$ cat src/common/reset_cause_pkg.sv
// Constants, types and helpers for the reset cause status bank
package reset_cause_pkg;

    ////////////////////////////////////////////////////////////////////////
    // Bus geometry
    localparam int ADDR_W = 16;
    localparam int DATA_W = 32;
    localparam int CAUSE_W = 10;
    localparam int CLOCK_HZ = 20_000_000;

    ////////////////////////////////////////////////////////////////////////
    // Register byte addresses; aliases sit at base + 0x4, 0x8, 0xc
    localparam logic [15:0] TRIGGER_BASE = 16'he610;
    localparam logic [15:0] CAUSE_BASE = 16'hf600;
    localparam logic [15:0] IRQ_ENABLE_BASE = 16'hf640;
    localparam logic [15:0] IRQ_STATUS_ADDR = 16'hf650;
    localparam logic [15:0] IRQ_CLEAR_ADDR = 16'hf654;

    ////////////////////////////////////////////////////////////////////////
    // Field positions in the cause and trigger registers
    localparam int CFG_MISMATCH_BIT = 9;
    localparam int KEEP_ON_BIT = 8;
    localparam int PIN_RESET_BIT = 7;
    localparam int SOFT_RESET_BIT = 6;
    localparam int WATCHDOG_BIT = 4;
    localparam int SLEEP_BIT = 3;
    localparam int IDLE_BIT = 2;
    localparam int BROWNOUT_BIT = 1;
    localparam int POWERON_BIT = 0;
    localparam int SOFT_REQ_BIT = 0;

    ////////////////////////////////////////////////////////////////////////
    // Masks and values after reset
    localparam logic [9:0] CAUSE_WRITE_MASK = 10'h3df;
    localparam logic [9:0] CAUSE_EVENT_MASK = 10'h2df;
    localparam logic [9:0] CAUSE_RESET = 10'h003;
    localparam logic [9:0] IRQ_ENABLE_RESET = 10'h000;
    localparam logic TRIGGER_RESET = 1'b0;
    localparam logic PIN_IDLE_LEVEL = 1'b1;

    typedef enum logic [1:0] {OP_WRITE, OP_CLR, OP_SET, OP_INV} alias_op_t;

    ////////////////////////////////////////////////////////////////////////
    // Alias operation from the word offset inside a register's slot
    function automatic alias_op_t op_of(input logic [15:0] addr);
        op_of = alias_op_t'(addr[3:2]);
    endfunction

    // Byte strobes widened to a bit mask
    function automatic logic [31:0] lane_mask(input logic [3:0] strb);
        lane_mask = {{8{strb[3]}}, {8{strb[2]}}, {8{strb[1]}}, {8{strb[0]}}};
    endfunction

endpackage

$ cat src/rtl/alias_apply.sv
// Write, clear, set or invert update of one register
`timescale 1ns/1ps
module alias_apply #(
    parameter int W = 10
) (
    input reset_cause_pkg::alias_op_t i_op,
    input wire logic [W-1:0] i_old,
    input wire logic [W-1:0] i_data,
    input wire logic [W-1:0] i_lanes,
    output logic [W-1:0] o_new
);
    import reset_cause_pkg::*;

    wire [W-1:0] data_in_lanes = i_data & i_lanes;
    wire [W-1:0] plain = (i_old & ~i_lanes) | data_in_lanes;

    // Unstrobed lanes keep their value for every operation
    assign o_new = (i_op == OP_CLR) ? (i_old & ~data_in_lanes) :
                   (i_op == OP_SET) ? (i_old | data_in_lanes) :
                   (i_op == OP_INV) ? (i_old ^ data_in_lanes) :
                   plain;
endmodule

$ cat src/rtl/pin_sync3.sv
// Three-stage synchroniser with agreement filter for a pin
`timescale 1ns/1ps
module pin_sync3 #(
    parameter logic IDLE = 1'b1
) (
    input wire logic i_clock,
    input wire logic i_rst_n,
    input wire logic i_pin,
    output logic o_level
);
    logic s1_q;
    logic s2_q;
    logic s3_q;
    logic level_q;

    // Level changes only once stages two and three agree
    wire agree = (s2_q == s3_q);

    always_ff @(posedge i_clock or negedge i_rst_n)
    begin
        if (!i_rst_n)
        begin
            s1_q <= IDLE;
            s2_q <= IDLE;
            s3_q <= IDLE;
            level_q <= IDLE;
        end
        else
        begin
            s1_q <= i_pin;
            s2_q <= s1_q;
            s3_q <= s2_q;
            if (agree)
                level_q <= s3_q;
        end
    end

    assign o_level = level_q;
endmodule

$ cat src/rtl/reset_cause_status_bank.sv
// Reset cause status bank with APB slave and cause interrupt
`timescale 1ns/1ps
module reset_cause_status_bank (
    input wire logic i_clock,
    input wire logic i_rst_n,
    input wire logic i_psel,
    input wire logic i_penable,
    input wire logic i_pwrite,
    input wire logic [reset_cause_pkg::ADDR_W-1:0] i_paddr,
    input wire logic [reset_cause_pkg::DATA_W-1:0] i_pwdata,
    input wire logic [3:0] i_pstrb,
    output logic [reset_cause_pkg::DATA_W-1:0] o_prdata,
    output logic o_pready,
    output logic o_pslverr,
    input wire logic i_cfg_mismatch_evt,
    input wire logic i_master_clear_pin_n,
    input wire logic i_soft_reset_done,
    input wire logic i_watchdog_expiry_evt,
    input wire logic i_sleep_wake_evt,
    input wire logic i_idle_wake_evt,
    input wire logic i_brownout_evt,
    input wire logic i_poweron_evt,
    output logic o_regulator_standby_keep_on,
    output logic o_soft_reset_request,
    output logic o_irq
);
    import reset_cause_pkg::*;

    ////////////////////////////////////////////////////////////////////////
    // Bus decode
    logic [9:0] cause_q;
    logic [9:0] cause_d;
    logic [9:0] irq_en_q;
    logic [9:0] irq_en_d;
    logic [9:0] irq_stat_q;
    logic [9:0] irq_stat_d;
    logic trig_q;
    logic trig_d;
    logic req_q;
    logic [31:0] rdata_q;
    logic err_q;
    logic pin_level;
    logic pin_level_q;
    logic [9:0] cause_sw;
    logic [9:0] irq_en_sw;
    logic trig_sw;

    alias_op_t op;
    assign op = op_of(i_paddr);

    wire setup = i_psel & ~i_penable;
    wire access = i_psel & i_penable;
    wire do_write = access & i_pwrite;
    wire aligned = (i_paddr[1:0] == 2'b00);
    wire [11:0] slot = i_paddr[15:4];
    wire hit_cause = aligned & (slot == CAUSE_BASE[15:4]);
    wire hit_trig = aligned & (slot == TRIGGER_BASE[15:4]);
    wire hit_en = aligned & (slot == IRQ_ENABLE_BASE[15:4]);
    wire hit_stat = aligned & (i_paddr == IRQ_STATUS_ADDR);
    wire hit_clr = aligned & (i_paddr == IRQ_CLEAR_ADDR);
    wire mapped = hit_cause | hit_trig | hit_en | hit_stat | hit_clr;
    wire [31:0] lanes = lane_mask(i_pstrb);

    wire wr_cause = do_write & hit_cause;
    wire wr_trig = do_write & hit_trig;
    wire wr_en = do_write & hit_en;
    wire wr_clr = do_write & hit_clr;

    ////////////////////////////////////////////////////////////////////////
    // Cause events
    pin_sync3 #(
        .IDLE(PIN_IDLE_LEVEL)
    ) u_pin_sync (
        .i_clock(i_clock),
        .i_rst_n(i_rst_n),
        .i_pin(i_master_clear_pin_n),
        .o_level(pin_level)
    );

    // Active-low pin asserted
    wire pin_fall = pin_level_q & ~pin_level;

    wire [9:0] hw_set_raw = {i_cfg_mismatch_evt, 1'b0, pin_fall,
        i_soft_reset_done, 1'b0, i_watchdog_expiry_evt, i_sleep_wake_evt,
        i_idle_wake_evt, i_brownout_evt, i_poweron_evt};
    wire [9:0] hw_set = hw_set_raw & CAUSE_EVENT_MASK;

    ////////////////////////////////////////////////////////////////////////
    // Cause register
    alias_apply #(
        .W(CAUSE_W)
    ) u_cause_alias (
        .i_op(op),
        .i_old(cause_q),
        .i_data(i_pwdata[9:0]),
        .i_lanes(lanes[9:0]),
        .o_new(cause_sw)
    );

    // Software result first, hardware set wins over any clear
    wire [9:0] cause_wr = (cause_sw & CAUSE_WRITE_MASK)
        | (cause_q & ~CAUSE_WRITE_MASK);
    assign cause_d = (wr_cause ? cause_wr : cause_q) | hw_set;

    always_ff @(posedge i_clock or negedge i_rst_n)
    begin
        if (!i_rst_n)
        begin
            cause_q <= CAUSE_RESET;
            pin_level_q <= PIN_IDLE_LEVEL;
        end
        else
        begin
            cause_q <= cause_d;
            pin_level_q <= pin_level;
        end
    end

    assign o_regulator_standby_keep_on = cause_q[KEEP_ON_BIT];

    ////////////////////////////////////////////////////////////////////////
    // Software reset trigger
    alias_apply #(
        .W(1)
    ) u_trig_alias (
        .i_op(op),
        .i_old(trig_q),
        .i_data(i_pwdata[SOFT_REQ_BIT]),
        .i_lanes(lanes[SOFT_REQ_BIT]),
        .o_new(trig_sw)
    );

    // Bit drops once the resulting reset has been carried out
    assign trig_d = wr_trig ? trig_sw : (trig_q & ~i_soft_reset_done);

    always_ff @(posedge i_clock or negedge i_rst_n)
    begin
        if (!i_rst_n)
        begin
            trig_q <= TRIGGER_RESET;
            req_q <= 1'b0;
        end
        else
        begin
            trig_q <= trig_d;
            req_q <= trig_d & ~trig_q;
        end
    end

    assign o_soft_reset_request = req_q;

    ////////////////////////////////////////////////////////////////////////
    // Interrupt status, enable and clear
    alias_apply #(
        .W(CAUSE_W)
    ) u_en_alias (
        .i_op(op),
        .i_old(irq_en_q),
        .i_data(i_pwdata[9:0]),
        .i_lanes(lanes[9:0]),
        .o_new(irq_en_sw)
    );

    wire [9:0] clr_bits = wr_clr ? (i_pwdata[9:0] & lanes[9:0]) : 10'h000;
    assign irq_en_d = wr_en ? (irq_en_sw & CAUSE_EVENT_MASK) : irq_en_q;
    assign irq_stat_d = (irq_stat_q & ~clr_bits) | hw_set;

    always_ff @(posedge i_clock or negedge i_rst_n)
    begin
        if (!i_rst_n)
        begin
            irq_en_q <= IRQ_ENABLE_RESET;
            irq_stat_q <= 10'h000;
        end
        else
        begin
            irq_en_q <= irq_en_d;
            irq_stat_q <= irq_stat_d;
        end
    end

    assign o_irq = |(irq_stat_q & irq_en_q);

    ////////////////////////////////////////////////////////////////////////
    // Read path, sampled in the setup cycle
    wire [31:0] rd_word = hit_cause ? {22'h000000, cause_q} :
                          hit_trig ? {31'h00000000, trig_q} :
                          hit_en ? {22'h000000, irq_en_q} :
                          hit_stat ? {22'h000000, irq_stat_q} :
                          32'h00000000;

    always_ff @(posedge i_clock or negedge i_rst_n)
    begin
        if (!i_rst_n)
        begin
            rdata_q <= 32'h00000000;
            err_q <= 1'b0;
        end
        else if (setup)
        begin
            rdata_q <= i_pwrite ? 32'h00000000 : rd_word;
            err_q <= ~mapped;
        end
    end

    assign o_prdata = rdata_q;
    assign o_pready = 1'b1;
    assign o_pslverr = access & err_q;
endmodule

$ cat config.mk
export PLATFORM = sky130hd
export DESIGN_NAME = reset_cause_status_bank
export DESIGN_NICKNAME = d
export VERILOG_FILES = /design/src/common/reset_cause_pkg.sv /design/src/rtl/alias_apply.sv /design/src/rtl/pin_sync3.sv /design/src/rtl/reset_cause_status_bank.sv
export SDC_FILE = /design/constraint.sdc
export NUM_CORES = 1
export LEC_CHECK = 0
export BUFFER_PORTS_ARGS = -buffer_cell sky130_fd_sc_hd__buf_4
export CAP_MARGIN = 20
export CELL_PAD_IN_SITES_DETAIL_PLACEMENT = 0
export CELL_PAD_IN_SITES_GLOBAL_PLACEMENT = 2
export CORE_ASPECT_RATIO = 1.4
export CORE_MARGIN = 2
export CORE_UTILIZATION = 31
export DETAILED_ROUTE_END_ITERATION = 10
export HOLD_SLACK_MARGIN = 0.05
export PLACE_DENSITY_LB_ADDON = 0.1
export SLEW_MARGIN = 10
export SYNTH_ARGS = -nofsm -noshare
export SYNTH_HDL_FRONTEND = slang
export SYNTH_HIERARCHICAL = 1
export SYNTH_SLANG_ARGS = --single-unit
$ cat constraint.sdc
create_clock -name i_clock -period 1.5 [get_ports i_clock]
set_input_delay 0.15 -clock i_clock [delete_from_list [all_inputs] [get_ports i_clock]]
set_output_delay 0.15 -clock i_clock [all_outputs]
set_load 0.01 [all_outputs]
; Word level (Yosys, flattened, before mapping)
; Index checks and enable logic that the tools add are counted.
[word_totals]
regBits = 68
output_inout_bits = 37
wordCells = 92
[op_classes]
n_eq_ne = 9
n_mux = 17
n_bitwise = 52
n_reduce_logical = 2
[op_table]
columns = cell, count
row1 = $mux 10, 12
row2 = $and 10x10->10, 7
row3 = $or 10x10->10, 6
row4 = $eq 12x12->1 const B, 3
row5 = $eq 16x16->1 const B, 2
row6 = $mux 32, 1
row7 = $not 10->10, 3
row8 = $xor 10x10->10, 2
row9 = $and 1x1->1, 19
row10 = $or 10x6->10, 1
row11 = $reduce_or 10->1, 1
row12 = $not 1->1, 7
row13 = $or 1x1->1, 6
row14 = $eq 2x2->1 const B, 2
row15 = $mux 1, 4
row16 = $eq 2x1->1 const B, 1
row17 = $logic_not 2->1, 1
row18 = $eq 1x1->1, 1
row19 = $xor 1x1->1, 1

; Longest topological paths before layout
[depth]
ltp_word = 9
ltp_mapped = 6
depth_no_buf = 6

; Modules after synthesis
; Netlist, hierarchy kept.
[modules_own_cells]
columns = module, instances, cells_per_inst, area_per_inst_um2
row1 = reset_cause_status_bank, 1, 206, 2243.4
row2 = alias_apply (u_cause_alias ...), 2, 72, 750.7
row3 = pin_sync3, 1, 5, 116.4
row4 = alias_apply (u_trig_alias), 1, 7, 70.1

; Worst setup path after synthesis
; No wires, ideal clock.
[synth_path]
kind = register -> register
startpoint = register cause_q[1]
endpoint = register cause_q[1]
setup_ns = 0.082
arrival_time_ns = 1.548
slack_ns = -0.130
stages_incl_launch_ff = 5
path_buffers = 0
period_less_slack_ns = 1.630
path_cell_list = dfstp_2 -> inv_1 -> ha_1 -> mux4_2 -> a211o_1
[synth_between]
elab_chain_cells = 8
elab_cells_between_ends = 11
classes_between = 4 x mux / 7 x bitwise
[synth_rtl]
columns = item, line_no
row1 = start: declaration, reset_cause_status_bank.sv:31  ; logic [9:0] cause_q;
row2 = start signal: assignment, reset_cause_status_bank.sv:114  ; cause_q <= cause_d;
row3 = $and 10x10->10, alias_apply.sv:15  ; wire [W-1:0] plain = (i_old & ~i_lanes) | data_in_lanes;
row4 = $or 10x10->10, alias_apply.sv:15
row5 = $mux 10, alias_apply.sv:20  ; (i_op == OP_INV) ? (i_old ^ data_in_lanes) :
row6 = $mux 10, alias_apply.sv:19  ; (i_op == OP_SET) ? (i_old | data_in_lanes) :
row7 = $mux 10 *, alias_apply.sv:18  ; assign o_new = (i_op == OP_CLR) ? (i_old & ~data_in_lanes) :
row8 = net cause_sw[1], reset_cause_status_bank.sv:44  ; logic [9:0] cause_sw;
row9 = $or 10x6->10 *, reset_cause_status_bank.sv:102  ; | (cause_q & ~CAUSE_WRITE_MASK);
row10 = $mux 10 *, reset_cause_status_bank.sv:103  ; assign cause_d = (wr_cause ? cause_wr : cause_q) | hw_set;
row11 = $or 10x10->10 *, reset_cause_status_bank.sv:103
row12 = net cause_d[1], reset_cause_status_bank.sv:32  ; logic [9:0] cause_d;
; Mark *: on every way through the listed nets, which the timed path passes. The rest lies on a longest branch.
; A chain may end at the register's enable or synchronous reset.

; Final worst setup path
; Ends and elaborated chain as after synthesis.

==> PnR_summary.wiki <==
{| class="wikitable"
! Metric !! Value
|-
| Overall overflow remaining after global route || 0
|-
| Number of port buffers || 54
|-
| Clock buffer depth || 2
|-
| Setup repair after global routing missed its margin || true
|-
| Startpoint class of the critical path || flop
|-
| Site row count || 47
|-
| Commonest cells after routing, fill and taps aside || sky130_fd_sc_hd__buf_4 (104), sky130_fd_sc_hd__inv_1 (41), sky130_fd_sc_hd__dfrtp_1 (35)
|-
| Number of clock buffers inserted by TritonCTS || 5
|-
| Utilization of the core after routing || 0.426
|-
| Number of failing hold endpoints at the final stage || 0
|-
| Aggregate routed wire length || 10200 um
|-
| Clock latency reported for the late side of the worst-skew pair || 0.29 ns
|-
| Number of levels the H-tree was split into || 2
|-
| ANT cells || 0
|-
| Maximum operating frequency || 621 MHz
|-
| Finish-stage setup viols || 19
|-
| Worst-path maximum fanout || 3
|-
| Cell area after synthesis || 3710 um^2
|-
| Sum of internal, switching and leakage power || approximately 3.0 mW
|-
| Endpoint kind of the worst setup timing path || flop
|-
| Non-filler instance count after layout || 600
|-
| Placed Instances || 578
|-
| Boundary pin count || 102
|-
| Routed vias || 2912
|-
| # Max-Cap Violations || 0
|-
| Placed Instance Area || 4690 um^2
|-
| DRC violation count after routing || 0
|-
| Violated checks || setup timing
|-
| Cell at the root of the clock tree || sky130_fd_sc_hd__clkbuf_16
|-
| Effective utilization at floorplan || 0.315
|-
| Fraction of layout instances using a drive strength above 1 || 0.446
|-
| Largest net degree at the start of global routing || 25
|-
| Area grow syn2layout || 35.2%
|-
| CTS tree || done
|-
| Shortest period the worst path allows || 1.61 ns
|-
| Floorplan die width || 96.5 um
|-
| Count of antenna-violating nets left after detailed routing || 0
|-
| Final instance area || 5010 um^2
|-
| Final net count || approximately 550
|-
| Die height || roughly 130 um
|-
| Wire length of the first global-routing pass || 16500 um
|-
| Worst Setup Slack, final || -0.111 ns
|-
| Max Transition Viols Final || 0
|-
| Post-detailed-route via-to-cell ratio || 4.85
|-
| Synthesized instance count || 341
|-
| Number of clock sinks || between 40 and 50
|-
| DRT iter0 DRCs || 66
|-
| Core area || 11800 um^2
|-
| Total of warnings raised by yosys || 6
|-
| Required arrival time at the worst endpoint || approximately 1.7 ns
|-
| Lkg Pwr || roughly 2.5 nW
|-
| WL/cell || 16.9 um
|-
| Data arrival time of the critical path || 1.83 ns
|-
| Most common library cell in the layout ignoring fill and taps || sky130_fd_sc_hd__buf_4
|-
| Initial antenna violation count || 0
|-
| Result of the run || finished with violations
|-
| Hold Crit Class || in -> reg
|-
| Worst slack after detailed placement || -0.197 ns
|-
| Overall global routing resource usage || 0.170
|-
| Worst setup path category || reg -> reg
|-
| Post-route clock skew || 0.00353 ns
|-
| Final period utilization || 1.07
|-
| Peak VDD IR || 435 uV
|-
| Clk pin slew, worst setup/hold paths || 0.06 ns
|-
| Power density normalized to cell area || approximately 590 nW/um^2
|-
| Area of the die || 12900 um^2
|-
| Drt first pass iters || 4
|-
| Via count of the first global-routing pass || around 3100
|-
| HPWL after DPL || a little under 8000 um
|-
| Synthesized area divided by synthesized cell count || 10.9 um^2
|-
| Placer congestion estimate || 0.723
|}
-- routing by layer --
layer	track usage	share of wire	up-vias	wire length (um)
li1	-	-	1388	-
met1	0.214	0.43	1464	4360
met2	0.303	0.53	52	5430
met3	0.0175	0.024	8	249
met4	0.0446	0.012	0	127
met5	0	0	-	0
-- path summary, 6_finish.rpt --
path,from,end,slack (ns),depth (start not counted)
worst max-delay path,cause_q[1],cause_q[1],-0.11,4
worst min-delay path,i_cfg_mismatch_evt,cause_q[9],0.06,2
worst max register to register,cause_q[1],cause_q[1],-0.11,4
worst min register to register,u_pin_sync/s1_q,u_pin_sync/s2_q,0.36,0
max in group asynchronous,i_rst_n,cause_q[0],0.67,3
min in group asynchronous,i_rst_n,irq_en_q[7],0.31,2
-- state kept, by name (all words and copies together), names as in the netlist, 8 cells and up --
name,cells
cause_q,9
irq_stat_q,10
o_prdata,10
irq_en_q,8
-- power by group --
| group | switching (mW) | internal [mW] |
|---|---|---|
| logic | 0.273 | 0.277 |
| registers | 0.00744 | 1.24 |
| clock network | 0.499 | 0.664 |
-- critical path: stages (launching register included) --
cell	delay, ns
sky130_fd_sc_hd__dfstp_2	0.55
sky130_fd_sc_hd__inv_2	0.05
sky130_fd_sc_hd__ha_4	0.19
sky130_fd_sc_hd__mux4_2	0.46
sky130_fd_sc_hd__a211o_1	0.30
-- layout make-up --
| type | instances | area (um^2) |
|---|---|---|
| Timing Repair Buffer | 117 | 1000 |
| Multi-Input combinational cell | 237 | 2360 |
| Clock buffer | 6 | 139 |
| Inverter | 46 | 173 |
| Tap cell | 147 | 184 |
| Clock inverter | 2 | 13.8 |
| Fill cell | 1168 | 6750 |
| Sequential cell | 45 | 1140 |
-- what timing repair did --
action / in CTS / in global routing
endpoints found under the setup margin: 19 / 20
pin swaps: 4 / 8
buffers inserted: 6 / 5
gates resized for setup: 4 / 8
hold buffers: 3 / 0
endpoints found under the hold margin: 22 / 0
-- stage by stage --
stage / TNS [ns] / hold slack (ns)
2_1_floorplan: -0.398 / -0.146
3_3_place_gp: -2.59 / 0.0856
3_5_place_dp: -3.23 / 0.0935
4_1_cts: -1.40 / 0.0526
5_1_grt: -2.31 / 0.0636
6_report: -1.33 / 0.0604
(Power assumes the default switching activity.)
